$ cat config.mk
export PLATFORM = sky130hd
export DESIGN_NAME = ccd_clock_unit
export DESIGN_NICKNAME = d
export VERILOG_FILES = /design/src/shared/ccd_pkg.sv /design/src/ccd_clock_unit.sv /design/src/ccd_clk_divider.sv
export SDC_FILE = /design/constraint.sdc
export NUM_CORES = 2
export LEC_CHECK = 0
export BUFFER_PORTS_ARGS = -buffer_cell sky130_fd_sc_hd__buf_2
export CAP_MARGIN = 25
export CORE_ASPECT_RATIO = 1.25
export CORE_MARGIN = 4
export CORE_UTILIZATION = 50
export CTS_BUF_LIST = sky130_fd_sc_hd__clkbuf_8
export CTS_CLUSTER_SIZE = 25
export DETAILED_ROUTE_END_ITERATION = 8
export PLACE_DENSITY = 0.66
export SYNTH_ARGS = -nofsm -noshare
export SYNTH_HDL_FRONTEND = slang
export SYNTH_SLANG_ARGS = --single-unit
$ cat constraint.sdc
create_clock -name clk_sys -period 9.49 [get_ports clk_sys]
set_input_delay 1.4235 -clock clk_sys [delete_from_list [all_inputs] [get_ports clk_sys]]
set_output_delay 1.4235 -clock clk_sys [all_outputs]
set_load 0.02 [all_outputs]
$ cat src/shared/ccd_pkg.sv
// constants, register map and carrier types for the clock unit
package ccd_pkg;
  localparam int CLK_PERIOD_PS = 4000;
  localparam int PLL_LOCK_US = 250;
  localparam int PLL_LOCK_CYCLES = (PLL_LOCK_US * 1000000) / CLK_PERIOD_PS;
  localparam int LSO_1K_HALF = 50;
  localparam int LSO_33K_EDGES = 3;
  localparam int NUM_DIG_DIV = 8;
  localparam int NUM_ANA_DIV = 4;
  localparam int NUM_IMO_RANGES = 6;
  // register byte offsets
  localparam logic [7:0] OSC_CTRL_OFS = 8'h00;
  localparam logic [7:0] PLL_DIV_OFS = 8'h04;
  localparam logic [7:0] STATUS_OFS = 8'h08;
  localparam logic [7:0] WAKE_CTRL_OFS = 8'h0C;
  localparam logic [7:0] FTW_CTRL_OFS = 8'h10;
  localparam logic [7:0] BUS_DIV_OFS = 8'h14;
  localparam logic [7:0] DIG_DIV_OFS = 8'h20;
  localparam logic [7:0] IMO_TRIM_OFS = 8'h40;
  localparam logic [7:0] ANA_DIV_OFS = 8'h60;
  // reset values
  localparam logic [2:0] IMO_FREQ_RST = 3'h0;
  localparam logic [7:0] IMO_TRIM_RST = 8'h80;
  localparam logic [15:0] DIV_RST = 16'h0002;
  localparam logic [5:0] PLL_P_RST = 6'h01;
  localparam logic [5:0] PLL_Q_RST = 6'h08;
  localparam logic [4:0] FTW_TC_RST = 5'h1F;
  localparam logic [12:0] WAKE_PERIOD_RST = 13'h03E8;
  // source indices of the 8-input mux, then the highest IMO frequency code
  localparam logic [2:0] SRC_IMO = 3'h0;
  localparam logic [2:0] SRC_ECO = 3'h1;
  localparam logic [2:0] SRC_FABRIC = 3'h2;
  localparam logic [2:0] SRC_PLL = 3'h3;
  localparam logic [2:0] SRC_DBL = 3'h4;
  localparam logic [2:0] SRC_1K = 3'h5;
  localparam logic [2:0] SRC_100K = 3'h6;
  localparam logic [2:0] SRC_WATCH = 3'h7;
  localparam logic [2:0] IMO_FREQ_MAX = 3'h5;

  typedef enum logic [1:0] {
    CCD_REF_IMO = 2'b00,
    CCD_REF_ECO = 2'b01,
    CCD_REF_FABRIC = 2'b10
  } ccd_ref_e;

  typedef struct packed {
    logic en;
    logic [2:0] sel;
    logic [15:0] ratio;
    logic [1:0] skew;
  } ccd_div_cfg_s;

  localparam ccd_div_cfg_s DIV_CFG_RST = '{en: 1'b0, sel: SRC_IMO, ratio: DIV_RST, skew: 2'h0};
endpackage

$ cat src/ccd_clock_unit.sv
// clock generation and distribution unit with APB register access
//
// Local design decisions: the APB interface to the registers and the register offsets.
`timescale 1ns/1ps
module ccd_clock_unit
  import ccd_pkg::*;
#(
  parameter int LOCK_CYCLES = PLL_LOCK_CYCLES,
  parameter int DIV_W = 16
)(
  input wire logic clk_sys,
  input wire logic reset,
  input wire logic psel,
  input wire logic penable,
  input wire logic pwrite,
  input wire logic [7:0] paddr,
  input wire logic [31:0] pwdata,
  output logic [31:0] prdata,
  output logic pready,
  output logic pslverr,
  input wire logic internal_main_osc,
  input wire logic fast_crystal_osc,
  input wire logic fabric_clk,
  input wire logic pll_core_clk,
  input wire logic low_speed_osc,
  input wire logic watch_crystal_osc,
  input wire logic hibernate,
  input wire logic debug_halt,
  output logic [2:0] imo_freq_sel,
  output logic [7:0] imo_trim,
  output logic pll_enable,
  output logic [5:0] pll_in_div,
  output logic [5:0] pll_fb_div,
  output logic pll_locked,
  output logic dbl_clk,
  output logic usb_clk,
  output logic sys_clk,
  output logic bus_clk,
  output logic cpu_clk,
  output logic [NUM_DIG_DIV-1:0] dig_clk,
  output logic [NUM_ANA_DIV-1:0] ana_clk,
  output logic slow_tick_clock,
  output logic third_rate_slow_clock,
  output logic fast_low_power_clock,
  output logic wake_event,
  output logic wake_irq,
  output logic ftw_irq
);
  // control registers
  logic [2:0] imo_freq_reg;
  logic [7:0] trim_reg [NUM_IMO_RANGES];
  ccd_ref_e dbl_ref_reg;
  ccd_ref_e pll_ref_reg;
  logic pll_en_reg;
  logic usb_from_dbl_reg;
  logic [2:0] sys_sel_reg;
  logic [5:0] pll_p_reg;
  logic [5:0] pll_q_reg;
  logic [12:0] wake_period_reg;
  logic wake_en_reg;
  logic wake_irq_en_reg;
  logic [4:0] ftw_tc_reg;
  logic ftw_en_reg;
  logic ftw_irq_en_reg;
  logic [15:0] bus_ratio_reg;
  ccd_div_cfg_s dig_cfg_reg [NUM_DIG_DIV];
  ccd_div_cfg_s ana_cfg_reg [NUM_ANA_DIV];
  // internal state
  logic [16:0] lock_cnt_reg;
  logic locked_reg;
  logic dbl_prev_reg;
  logic lso_prev_reg;
  logic [5:0] lso_1k_cnt_reg;
  logic [1:0] lso_33k_cnt_reg;
  logic [12:0] wake_cnt_reg;
  logic [12:0] wake_phase_reg;
  logic [4:0] ftw_cnt_reg;
  logic bus_div_q;
  // decode
  logic wr_go;
  logic rd_go;
  logic [31:0] rd_value;
  logic rd_hit;
  logic pll_ref_level;
  logic dbl_ref_level;
  logic lso_rise;
  logic lso_edge;
  logic tick_1k;
  logic pll_src;
  logic [7:0] src_levels;
  ccd_div_cfg_s bus_cfg;

  assign wr_go = psel & penable & pready & pwrite;
  assign rd_go = psel & penable & ~pready;

  always_comb
  begin
    unique case (dbl_ref_reg)
      CCD_REF_IMO: dbl_ref_level = internal_main_osc;
      CCD_REF_ECO: dbl_ref_level = fast_crystal_osc;
      CCD_REF_FABRIC: dbl_ref_level = fabric_clk;
      default: dbl_ref_level = internal_main_osc;
    endcase
  end

  always_comb
  begin
    unique case (pll_ref_reg)
      CCD_REF_IMO: pll_ref_level = internal_main_osc;
      CCD_REF_ECO: pll_ref_level = fast_crystal_osc;
      CCD_REF_FABRIC: pll_ref_level = fabric_clk;
      default: pll_ref_level = internal_main_osc;
    endcase
  end

  assign pll_src = locked_reg ? pll_core_clk : pll_ref_level;
  assign src_levels = {watch_crystal_osc, fast_low_power_clock, slow_tick_clock, dbl_clk,
                       pll_src, fabric_clk, fast_crystal_osc, internal_main_osc};

  // APB write side
  always_ff @(posedge clk_sys)
  begin
    if (reset)
    begin
      imo_freq_reg <= IMO_FREQ_RST;
      dbl_ref_reg <= CCD_REF_IMO;
      pll_ref_reg <= CCD_REF_IMO;
      pll_en_reg <= 1'b0;
      usb_from_dbl_reg <= 1'b0;
      sys_sel_reg <= SRC_IMO;
      pll_p_reg <= PLL_P_RST;
      pll_q_reg <= PLL_Q_RST;
      wake_period_reg <= WAKE_PERIOD_RST;
      wake_en_reg <= 1'b0;
      wake_irq_en_reg <= 1'b0;
      ftw_tc_reg <= FTW_TC_RST;
      ftw_en_reg <= 1'b0;
      ftw_irq_en_reg <= 1'b0;
      bus_ratio_reg <= DIV_RST;
      for (int i = 0; i < NUM_IMO_RANGES; i++)
        trim_reg[i] <= IMO_TRIM_RST;
      for (int i = 0; i < NUM_DIG_DIV; i++)
        dig_cfg_reg[i] <= DIV_CFG_RST;
      for (int i = 0; i < NUM_ANA_DIV; i++)
        ana_cfg_reg[i] <= DIV_CFG_RST;
    end
    else if (wr_go)
    begin
      unique case (paddr)
        OSC_CTRL_OFS:
        begin
          if (pwdata[2:0] <= IMO_FREQ_MAX)
            imo_freq_reg <= pwdata[2:0];
          if (pwdata[5:4] != 2'b11)
            dbl_ref_reg <= ccd_ref_e'(pwdata[5:4]);
          pll_en_reg <= pwdata[8];
          if (pwdata[11:10] != 2'b11)
            pll_ref_reg <= ccd_ref_e'(pwdata[11:10]);
          usb_from_dbl_reg <= pwdata[12];
          sys_sel_reg <= pwdata[18:16];
        end
        PLL_DIV_OFS:
        begin
          pll_p_reg <= pwdata[5:0];
          pll_q_reg <= pwdata[13:8];
        end
        WAKE_CTRL_OFS:
        begin
          wake_period_reg <= pwdata[12:0];
          wake_en_reg <= pwdata[16];
          wake_irq_en_reg <= pwdata[17];
        end
        FTW_CTRL_OFS:
        begin
          ftw_tc_reg <= pwdata[4:0];
          ftw_en_reg <= pwdata[8];
          ftw_irq_en_reg <= pwdata[9];
        end
        BUS_DIV_OFS: bus_ratio_reg <= pwdata[15:0];
        default:
        begin
          if (paddr >= DIG_DIV_OFS && paddr < DIG_DIV_OFS + 8'(4 * NUM_DIG_DIV))
            dig_cfg_reg[3'((paddr - DIG_DIV_OFS) >> 2)] <=
              '{en: pwdata[24], sel: pwdata[18:16], ratio: pwdata[15:0], skew: 2'h0};
          else if (paddr >= ANA_DIV_OFS && paddr < ANA_DIV_OFS + 8'(4 * NUM_ANA_DIV))
            ana_cfg_reg[2'((paddr - ANA_DIV_OFS) >> 2)] <=
              '{en: pwdata[24], sel: pwdata[18:16], ratio: pwdata[15:0], skew: pwdata[27:26]};
          else if (paddr >= IMO_TRIM_OFS && paddr < IMO_TRIM_OFS + 8'(4 * NUM_IMO_RANGES))
            trim_reg[3'((paddr - IMO_TRIM_OFS) >> 2)] <= pwdata[7:0];
        end
      endcase
    end
  end

  // read mux
  always_comb
  begin
    rd_value = 32'h0000_0000;
    rd_hit = 1'b1;
    unique case (paddr)
      OSC_CTRL_OFS: rd_value = {13'h0000, sys_sel_reg, 3'h0, usb_from_dbl_reg, pll_ref_reg, 1'b0,
                                pll_en_reg, 2'h0, dbl_ref_reg, 1'b0, imo_freq_reg};
      PLL_DIV_OFS: rd_value = {18'h00000, pll_q_reg, 2'h0, pll_p_reg};
      STATUS_OFS: rd_value = {3'h0, wake_cnt_reg, 3'h0, ftw_cnt_reg, 7'h00, locked_reg};
      WAKE_CTRL_OFS: rd_value = {14'h0000, wake_irq_en_reg, wake_en_reg, 3'h0, wake_period_reg};
      FTW_CTRL_OFS: rd_value = {22'h000000, ftw_irq_en_reg, ftw_en_reg, 3'h0, ftw_tc_reg};
      BUS_DIV_OFS: rd_value = {16'h0000, bus_ratio_reg};
      default:
      begin
        if (paddr >= DIG_DIV_OFS && paddr < DIG_DIV_OFS + 8'(4 * NUM_DIG_DIV))
          rd_value = {7'h00, dig_cfg_reg[3'((paddr - DIG_DIV_OFS) >> 2)].en, 5'h00,
                      dig_cfg_reg[3'((paddr - DIG_DIV_OFS) >> 2)].sel,
                      dig_cfg_reg[3'((paddr - DIG_DIV_OFS) >> 2)].ratio};
        else if (paddr >= ANA_DIV_OFS && paddr < ANA_DIV_OFS + 8'(4 * NUM_ANA_DIV))
          rd_value = {4'h0, ana_cfg_reg[2'((paddr - ANA_DIV_OFS) >> 2)].skew, 1'b0,
                      ana_cfg_reg[2'((paddr - ANA_DIV_OFS) >> 2)].en, 5'h00,
                      ana_cfg_reg[2'((paddr - ANA_DIV_OFS) >> 2)].sel,
                      ana_cfg_reg[2'((paddr - ANA_DIV_OFS) >> 2)].ratio};
        else if (paddr >= IMO_TRIM_OFS && paddr < IMO_TRIM_OFS + 8'(4 * NUM_IMO_RANGES))
          rd_value = {24'h000000, trim_reg[3'((paddr - IMO_TRIM_OFS) >> 2)]};
        else
          rd_hit = 1'b0;
      end
    endcase
  end

  // APB answer, one wait state
  always_ff @(posedge clk_sys)
  begin
    if (reset)
    begin
      pready <= 1'b0;
      prdata <= 32'h0000_0000;
      pslverr <= 1'b0;
    end
    else
    begin
      pready <= rd_go;
      pslverr <= rd_go & ~rd_hit;
      if (rd_go)
        prdata <= pwrite ? 32'h0000_0000 : rd_value;
    end
  end

  // frequency code and trim to oscillator
  always_ff @(posedge clk_sys)
  begin
    if (reset)
    begin
      imo_freq_sel <= IMO_FREQ_RST;
      imo_trim <= IMO_TRIM_RST;
      pll_enable <= 1'b0;
      pll_in_div <= PLL_P_RST;
      pll_fb_div <= PLL_Q_RST;
    end
    else
    begin
      imo_freq_sel <= imo_freq_reg;
      imo_trim <= trim_reg[imo_freq_reg];
      pll_enable <= pll_en_reg;
      pll_in_div <= pll_p_reg;
      pll_fb_div <= pll_q_reg;
    end
  end

  // lock timer, restarts on PLL disable or on any write to OSC_CTRL_OFS or PLL_DIV_OFS
  always_ff @(posedge clk_sys)
  begin
    if (reset || !pll_en_reg || (wr_go && (paddr == PLL_DIV_OFS || paddr == OSC_CTRL_OFS)))
    begin
      lock_cnt_reg <= 17'h00000;
      locked_reg <= 1'b0;
    end
    else if (lock_cnt_reg >= 17'(LOCK_CYCLES - 1))
      locked_reg <= 1'b1;
    else
      lock_cnt_reg <= lock_cnt_reg + 17'h00001;
  end

  always_ff @(posedge clk_sys)
  begin
    if (reset)
      pll_locked <= 1'b0;
    else
      pll_locked <= locked_reg;
  end

  // pulse on both input edges doubles rate
  always_ff @(posedge clk_sys)
  begin
    if (reset)
    begin
      dbl_prev_reg <= 1'b0;
      dbl_clk <= 1'b0;
    end
    else
    begin
      dbl_prev_reg <= dbl_ref_level;
      dbl_clk <= dbl_ref_level ^ dbl_prev_reg;
    end
  end

  always_ff @(posedge clk_sys)
  begin
    if (reset)
    begin
      usb_clk <= 1'b0;
      sys_clk <= 1'b0;
    end
    else
    begin
      usb_clk <= usb_from_dbl_reg ? dbl_clk : fabric_clk;
      sys_clk <= src_levels[sys_sel_reg];
    end
  end

  assign lso_rise = low_speed_osc & ~lso_prev_reg;
  assign lso_edge = low_speed_osc ^ lso_prev_reg;
  assign tick_1k = lso_rise && (lso_1k_cnt_reg == 6'(LSO_1K_HALF - 1)) && !slow_tick_clock;

  always_ff @(posedge clk_sys)
  begin
    if (reset)
    begin
      lso_prev_reg <= 1'b0;
      fast_low_power_clock <= 1'b0;
      lso_1k_cnt_reg <= 6'h00;
      slow_tick_clock <= 1'b0;
    end
    else
    begin
      lso_prev_reg <= low_speed_osc;
      fast_low_power_clock <= low_speed_osc;
      if (lso_rise)
      begin
        lso_1k_cnt_reg <= (lso_1k_cnt_reg == 6'(LSO_1K_HALF - 1)) ? 6'h00 : lso_1k_cnt_reg + 6'h01;
        if (lso_1k_cnt_reg == 6'(LSO_1K_HALF - 1))
          slow_tick_clock <= ~slow_tick_clock;
      end
    end
  end

  // divide by three on both edges
  always_ff @(posedge clk_sys)
  begin
    if (reset)
    begin
      lso_33k_cnt_reg <= 2'h0;
      third_rate_slow_clock <= 1'b0;
    end
    else if (lso_edge)
    begin
      lso_33k_cnt_reg <= (lso_33k_cnt_reg == 2'(LSO_33K_EDGES - 1)) ? 2'h0 : lso_33k_cnt_reg + 2'h1;
      if (lso_33k_cnt_reg == 2'(LSO_33K_EDGES - 1))
        third_rate_slow_clock <= ~third_rate_slow_clock;
    end
  end

  always_ff @(posedge clk_sys)
  begin
    if (reset || (wr_go && paddr == WAKE_CTRL_OFS && pwdata[31]))
      wake_cnt_reg <= 13'h0000;
    else if (tick_1k && !hibernate && !debug_halt)
      wake_cnt_reg <= wake_cnt_reg + 13'h0001;
  end

  always_ff @(posedge clk_sys)
  begin
    if (reset || (wr_go && paddr == WAKE_CTRL_OFS))
    begin
      wake_phase_reg <= 13'h0000;
      wake_event <= 1'b0;
      wake_irq <= 1'b0;
    end
    else
    begin
      wake_event <= 1'b0;
      wake_irq <= 1'b0;
      if (tick_1k && !hibernate && !debug_halt && wake_period_reg != 13'h0000)
      begin
        if (wake_phase_reg >= wake_period_reg - 13'h0001)
        begin
          wake_phase_reg <= 13'h0000;
          wake_event <= wake_en_reg;
          wake_irq <= wake_en_reg & wake_irq_en_reg;
        end
        else
          wake_phase_reg <= wake_phase_reg + 13'h0001;
      end
    end
  end

  always_ff @(posedge clk_sys)
  begin
    if (reset || !ftw_en_reg)
    begin
      ftw_cnt_reg <= 5'h00;
      ftw_irq <= 1'b0;
    end
    else
    begin
      ftw_irq <= 1'b0;
      if (lso_rise)
      begin
        if (ftw_cnt_reg >= ftw_tc_reg)
        begin
          ftw_cnt_reg <= 5'h00;
          ftw_irq <= ftw_irq_en_reg;
        end
        else
          ftw_cnt_reg <= ftw_cnt_reg + 5'h01;
      end
    end
  end

  // bus divider fed from the system clock path
  assign bus_cfg = '{en: 1'b1, sel: sys_sel_reg, ratio: bus_ratio_reg, skew: 2'h0};

  ccd_clk_divider #(.DIV_W(DIV_W), .HAS_SKEW(1'b0)) u_bus_div (
    .clk_sys(clk_sys),
    .reset(reset),
    .src_levels(src_levels),
    .cfg(bus_cfg),
    .clk_out(bus_div_q)
  );

  assign bus_clk = bus_div_q;
  assign cpu_clk = bus_div_q;

  for (genvar g = 0; g < NUM_DIG_DIV; g++)
  begin : g_dig
    ccd_clk_divider #(.DIV_W(DIV_W), .HAS_SKEW(1'b0)) u_div (
      .clk_sys(clk_sys),
      .reset(reset),
      .src_levels(src_levels),
      .cfg(dig_cfg_reg[g]),
      .clk_out(dig_clk[g])
    );
  end

  for (genvar g = 0; g < NUM_ANA_DIV; g++)
  begin : g_ana
    ccd_clk_divider #(.DIV_W(DIV_W), .HAS_SKEW(1'b1)) u_div (
      .clk_sys(clk_sys),
      .reset(reset),
      .src_levels(src_levels),
      .cfg(ana_cfg_reg[g]),
      .clk_out(ana_clk[g])
    );
  end
endmodule

$ cat src/ccd_clk_divider.sv
// one glitch-free programmable clock divider with optional skew
`timescale 1ns/1ps
module ccd_clk_divider
  import ccd_pkg::*;
#(
  parameter int DIV_W = 16,
  parameter bit HAS_SKEW = 1'b0
)(
  input wire logic clk_sys,
  input wire logic reset,
  input wire logic [7:0] src_levels,
  input wire ccd_div_cfg_s cfg,
  output logic clk_out
);
  logic [7:0] src_q_reg;
  logic prev_reg;
  logic [2:0] sel_reg;
  logic [DIV_W-1:0] ratio_reg;
  logic [1:0] skew_reg;
  logic [DIV_W-1:0] cnt_reg;
  logic div_reg;
  logic [3:0] dly_reg;
  logic cur;
  logic rise;
  logic wrap;
  logic [DIV_W-1:0] ratio_eff;

  assign cur = src_q_reg[sel_reg];
  assign rise = cur & ~prev_reg;
  assign ratio_eff = (ratio_reg < DIV_W'(2)) ? DIV_W'(2) : ratio_reg;
  assign wrap = rise && (cnt_reg == ratio_eff - DIV_W'(1));

  always_ff @(posedge clk_sys)
  begin
    if (reset)
    begin
      src_q_reg <= 8'h00;
      prev_reg <= 1'b0;
    end
    else
    begin
      src_q_reg <= src_levels;
      prev_reg <= cur;
    end
  end

  // config taken at period end, or at any time while the divider is disabled
  always_ff @(posedge clk_sys)
  begin
    if (reset)
    begin
      sel_reg <= DIV_CFG_RST.sel;
      ratio_reg <= DIV_W'(DIV_CFG_RST.ratio);
      skew_reg <= DIV_CFG_RST.skew;
    end
    else if (!div_reg && (wrap || !cfg.en))
    begin
      sel_reg <= cfg.sel;
      ratio_reg <= DIV_W'(cfg.ratio);
      skew_reg <= cfg.skew;
    end
  end

  always_ff @(posedge clk_sys)
  begin
    if (reset || !cfg.en)
    begin
      cnt_reg <= '0;
      div_reg <= 1'b0;
    end
    else if (rise)
    begin
      cnt_reg <= wrap ? '0 : cnt_reg + DIV_W'(1);
      div_reg <= wrap ? 1'b1 : ((cnt_reg + DIV_W'(1)) < (ratio_eff >> 1));
    end
  end

  always_ff @(posedge clk_sys)
  begin
    if (reset)
    begin
      dly_reg <= 4'h0;
      clk_out <= 1'b0;
    end
    else
    begin
      dly_reg <= {dly_reg[2:0], div_reg};
      clk_out <= HAS_SKEW ? dly_reg[skew_reg] : dly_reg[0];
    end
  end
endmodule

Word-level counts from Yosys, hierarchy flattened
Memories as Yosys holds them, arrays and structs flattened. A register that Yosys moved wholly into a read port is not among the register bits.
Index checks and enable logic that the tools add are counted.

storage, ports and cells
  output and inout port bits = 82
  bits in registers = 715
  memories kept = 3
  memory bits (writable) = 296
  input bits = 53
  word-level logic and storage cells = 535

memories
  name         depth  width  rd ports  clocked after Yosys merged registers in  wr ports  RTL line              source
  dig_cfg_reg  8      20     9         0                                        8         ccd_clock_unit.sv:66  ccd_div_cfg_s dig_cfg_reg [NUM_DIG_DIV];
  ana_cfg_reg  4      22     5         0                                        4         ccd_clock_unit.sv:67  ccd_div_cfg_s ana_cfg_reg [NUM_ANA_DIV];
  trim_reg     6      8      2         1                                        6         ccd_clock_unit.sv:51  logic [7:0] trim_reg [NUM_IMO_RANGES];

cells by class
  equality and inequality tests = 26
  bitwise logic cells = 44
  reductions and logical operators = 116
  multiplexer cells = 120
  order comparisons = 54
  add/sub/neg operators = 36

operators with widths
  operator                                                                        count
  16-bit 2-to-1 mux                                                               26
  16-bit by 1-bit adder with 16-bit output (second input constant)                13
  16-bit equality test                                                            13
  16-bit by 15-bit less-than comparator with 1-bit output                         13
  16-bit by 2-bit less-than comparator with 1-bit output (second input constant)  13
  16-bit by 1-bit subtractor with 16-bit output (second input constant)           13
  29-bit case mux with 6 select lines                                             1
  1-bit 2-to-1 mux                                                                59
  3-bit by 4-bit less-than comparator with 1-bit output (second input constant)   14
  28-bit 2-to-1 mux                                                               2
  1-bit binary-select mux with 3-bit select                                       14
  1-bit logical AND                                                               37
  32-bit 2-to-1 mux                                                               1
  1-bit zero test                                                                 30
  1-bit logical OR                                                                30
  13-bit by 1-bit adder with 13-bit output (second input constant)                2
  8-bit by 7-bit less-than comparator with 1-bit output (second input constant)   3
  22-bit 2-to-1 mux                                                               1
  1-bit inverter                                                                  22
  22-bit OR reduction                                                             1
  1-bit AND                                                                       20
  20-bit 2-to-1 mux                                                               1
  20-bit OR reduction                                                             1
  17-bit by 1-bit adder with 17-bit output (second input constant)                1
  other kinds (37)                                                                65

Longest topological paths before layout
  depth in word-level cells = 11
  depth in mapped cells = 16
  depth with buffers taken out = 14

Hierarchy
From an unflattened synthesis, not the netlist that was laid out.

second synthesis, totals
  cells, all modules = 6878
  area total of the unflattened synthesis = 64700.8 um2

by module, submodules not included
  module                                instances  seq. area each (um2)  cells an instance  area each (um2)
  ccd_clk_divider (g_dig[0].u_div ...)  8          940.9                 381                3178.0
  ccd_clock_unit                        1          13072.5               1853               22651.7
  ccd_clk_divider (g_ana[0].u_div ...)  4          1041.0                395                3343.2
  ccd_clk_divider (g_dig[3].u_div)      1          940.9                 397                3251.9

Worst setup path before layout
Ideal clock, no wire load.

  path type = register -> register
  start point = register u_bus_div.ratio_reg[5]
  end point = register u_bus_div.ratio_reg[1]
  clock period less this slack = 4.242 ns
  cell stages (with the launch flop) = 14
  path buffers = 2
  setup slack = 5.248 ns
  arrival = 4.120 ns
  setup time = 0.122 ns
  cells stage by stage = dfxtp_1 -> clkbuf_1 -> or3_1 -> clkbuf_1 -> o41ai_1 -> ha_1 -> or4b_2 -> nor4_1 -> xnor2_1 -> or4_1 -> nor4_2 -> o221a_2 -> a21boi_0 -> a311o_1

between the ends
  word-level cells in the longest chain between the ends = 6

ends and longest elaborated chain
  element                                                 RTL line               source
  start, declared                                         ccd_clk_divider.sv:18  logic [DIV_W-1:0] ratio_reg;
  start signal, assigned                                  ccd_clk_divider.sv:53  ratio_reg <= DIV_W'(DIV_CFG_RST.ratio);
  start signal, assigned                                  ccd_clk_divider.sv:59  ratio_reg <= DIV_W'(cfg.ratio);
  16-bit by 2-bit less-than comparator with 1-bit output  ccd_clk_divider.sv:30  assign ratio_eff = (ratio_reg < DIV_W'(2)) ? DIV_W'(2) : ratio_reg;
  16-bit 2-to-1 mux *                                     ccd_clk_divider.sv:30
  16-bit by 1-bit subtractor with 16-bit output *         ccd_clk_divider.sv:31  assign wrap = rise && (cnt_reg == ratio_eff - DIV_W'(1));
  16-bit equality test *                                  ccd_clk_divider.sv:31
  1-bit logical AND *                                     ccd_clk_divider.sv:31
  1-bit logical AND *                                     ccd_clk_divider.sv:56  else if (!div_reg && (wrap || !cfg.en))

Every way passes the cells marked *; elsewhere a longest branch is shown, timed or not.
A chain may end at the register's enable or synchronous reset.

Final worst setup path
  start point = register g_dig[2].u_div.ratio_reg[15]
  end point = register g_dig[2].u_div.cnt_reg[8]

between the ends
  word-level cells in the longest chain between the ends = 6

ends and longest elaborated chain
  element                                                 RTL line               source
  start, declared                                         ccd_clk_divider.sv:18
  start signal, assigned                                  ccd_clk_divider.sv:53
  start signal, assigned                                  ccd_clk_divider.sv:59
  16-bit by 2-bit less-than comparator with 1-bit output  ccd_clk_divider.sv:30
  16-bit 2-to-1 mux *                                     ccd_clk_divider.sv:30
  16-bit by 1-bit subtractor with 16-bit output *         ccd_clk_divider.sv:31
  16-bit equality test *                                  ccd_clk_divider.sv:31
  1-bit logical AND *                                     ccd_clk_divider.sv:31
  16-bit 2-to-1 mux *                                     ccd_clk_divider.sv:73  cnt_reg <= wrap ? '0 : cnt_reg + DIV_W'(1);
  end signal, assigned                                    ccd_clk_divider.sv:73
  end, declared                                           ccd_clk_divider.sv:20  logic [DIV_W-1:0] cnt_reg;

Marked as above.

==> impl_metrics.env <==
export IMPL_largest_register_ffs=160
export IMPL_async_flop_share_pct=0
export IMPL_period_needed_ps=5270
export IMPL_routed_wl_mm=174
export IMPL_synthFlopType="dfxtp_1"
export IMPL_hold_path_class="flip-flop to flip-flop"
export IMPL_cp_end_kind="flip-flop"
export IMPL_cts_resized_gates=0
export IMPL_core_area_um2=119000
export IMPL_syn_area_um2=59800
export IMPL_firstDrtPassIters=5
export IMPL_crit_fanout=13
export IMPL_power_density_nw_per_um2=149
export IMPL_placed_area_um2=61200
export IMPL_synth_edf_count=312
export IMPL_p_leak_uw=0.0255
export IMPL_synth_top_area_cell="dfxtp_1"
export IMPL_ant_nets=0
export IMPL_max_slew_margin_pct=21.5
export IMPL_clkLatencyLatePin_ps=910
export IMPL_drv_cap=0
export IMPL_rows=141
export IMPL_clockBufferDepth=3
export IMPL_crit_arrival_ps=6050
export IMPL_fmax_ghz=0.190
export IMPL_grt_usage_pct=27.3
export IMPL_clkTransAtPathRegs_ps=70
export IMPL_multiInputGateArea_um2=33300
export IMPL_drc=0
export IMPL_ys_warn_count=0
export IMPL_first_global_vias=47100
export IMPL_ys_seq_elements=1032
export IMPL_cp_required_ps=10270
export IMPL_antenna_found_initial=10
export IMPL_fill_cells=10700
export IMPL_syn_to_final_growth_pct=8.31
export IMPL_vdd_drop_max_mv=0.162
export IMPL_htreeDepth=4
export IMPL_cp_start_kind="flip-flop"
export IMPL_ys_types=92
export IMPL_avgSynthCellArea_um2=9.07
export IMPL_tns_ps=0
export IMPL_tightest_slew_ps=1170
export IMPL_synthTopCellsByCount="dfxtp_1, nor2_1, nand2_1, clkbuf_1, nand3_1"
export IMPL_finalCritPeriodShare_pct=55.5
export IMPL_finalPower_uw=9660
export IMPL_drtIter0Drc=4147
export IMPL_hold_viol=0
export IMPL_path_class="flip-flop to flip-flop"
export IMPL_seqCellArea_um2=23800
export IMPL_dr_total_vias=49200
export IMPL_via_per_inst=5.99
export IMPL_grt_setup_unrepaired="no"
export IMPL_grt_max_degree=145
export IMPL_chipWidth_um=317
export IMPL_skew_ps=35.6
export IMPL_die_area_um2=125000
export IMPL_cts_made_buffers=168
export IMPL_grt_first_pass_wirelength_mm=271
export IMPL_start_util_pct=50.4
export IMPL_yosysMostFrequentCell="dfxtp_1"
export IMPL_globalplace_congestion=0.927
export IMPL_io_buffer_count=122
export IMPL_cts_sinks=1032
export IMPL_setup_viol=0
export IMPL_slew_viol_final=0
export IMPL_synth_cells=6596
export IMPL_cts_root_buf="clkbuf_8"
export IMPL_dieHeight_um=395
export IMPL_postCtsSetupBuffers=0
export IMPL_ys_top_cells_by_area="dfxtp_1, edfxtp_1, mux2i_1, ha_1, mux4_2"
export IMPL_hold_buffers=0
export IMPL_layout_drive_gt1_share_pct=10.1
export IMPL_fin_area_um2=64800
export IMPL_cts_tree="built"
export IMPL_nNetsFinal=6779
export IMPL_hpwl_mm=125
export IMPL_seq_area_frac_synth_pct=39.8
export IMPL_status="finished, final reports clean"
export IMPL_io_pins=135
export IMPL_wl_per_cell_um=21.2
export IMPL_overflow=0
export IMPL_synth_top_area_share_pct=24.1
layer usage:
layer	GRT usage, %	wire [um]	vias to the layer above	part of all wire [%]
li1	-	-	23200	-
met4	11.3	7340	2	4.2
met2	45.6	83400	1744	48
met3	4.51	11800	380	6.8
met1	35.0	71600	23800	41
met5	0	7	-	0.0040
through the flow:
stage,setup WS (ps),std cells,hold slack (ps),utilization (%)
final,4220,8209,429,54.6
after global routing,3860,8208,453,54.6
after CTS,4230,8203,438,54.6
after detailed placement,4250,7888,428,51.6
after global placement,4250,7881,422,51.6
after floorplan,5250,6614,414,-
power by group:
| part | total [uW] | leakage [uW] | internal, uW | switching (uW) |
|---|---|---|---|---|
| sequential | 4760 | 0.00903 | 4630 | 130 |
| combinational | 837 | 0.0144 | 295 | 542 |
| clock | 4060 | 0.00202 | 2130 | 1930 |
layout make-up:
class,count,area share [%]
inverters,248,1.44
multi-input cells,4845,51.5
repair buffers,192,1.90
diodes,4,0.0155
well taps,1573,3.04
clock buffers,203,4.31
flip-flops and latches,1032,36.7
clock inverters,112,1.13
worst paths after layout:
kind                                     start                         to  slack (ps)  cells after the start
setup reg to reg  g_dig[2].u_div.ratio_reg[15]  g_dig[2].u_div.cnt_reg[8]        4220                     12
setup / recovery  g_dig[2].u_div.ratio_reg[15]  g_dig[2].u_div.cnt_reg[8]        4220                     12
hold / removal       g_dig[3].u_div.dly_reg[0]     g_dig[3].u_div.clk_out         430                      1
hold reg to reg      g_dig[3].u_div.dly_reg[0]     g_dig[3].u_div.clk_out         430                      1
worst max-delay path, cell delays in order (launching register included):
cell       delay [ps]
dfxtp_1           360
or4_1             560
nor2_1            540
a31o_2            280
ha_1              190
nor4b_1           820
nand2_1           160
xnor2_1           180
a2111o_1          280
a2111oi_0         650
nand4_1           710
nand2_1           360
nor2_1             80
cells in the final DEF, fill, tap and decap left out, types with 148 or more instances in the layout:
cell type  instances
dfxtp_1          720
nor2_1           666
nand2_1          471
nand3_1          352
edfxtp_1         312
inv_1            303
xnor2_1          302
mux2i_1          299
a21oi_1          251
ha_1             239
and2_1           230
o21ai_0          210
clkbuf_8         203
xor2_1           200
and3_1           161
nor3_1           148
logic make-up after synthesis:
logic type	synth area share, %
multiplexers	9.67
AND/OR/NAND/NOR	23.4
AO/OA/AOI/OAI	9.87
adder cells (fa/ha/maj)	5.00
other	0.00627
flip-flops	39.8
buffers and inverters	4.85
XOR/XNOR	7.39
Power figures use the tool's default switching activity.
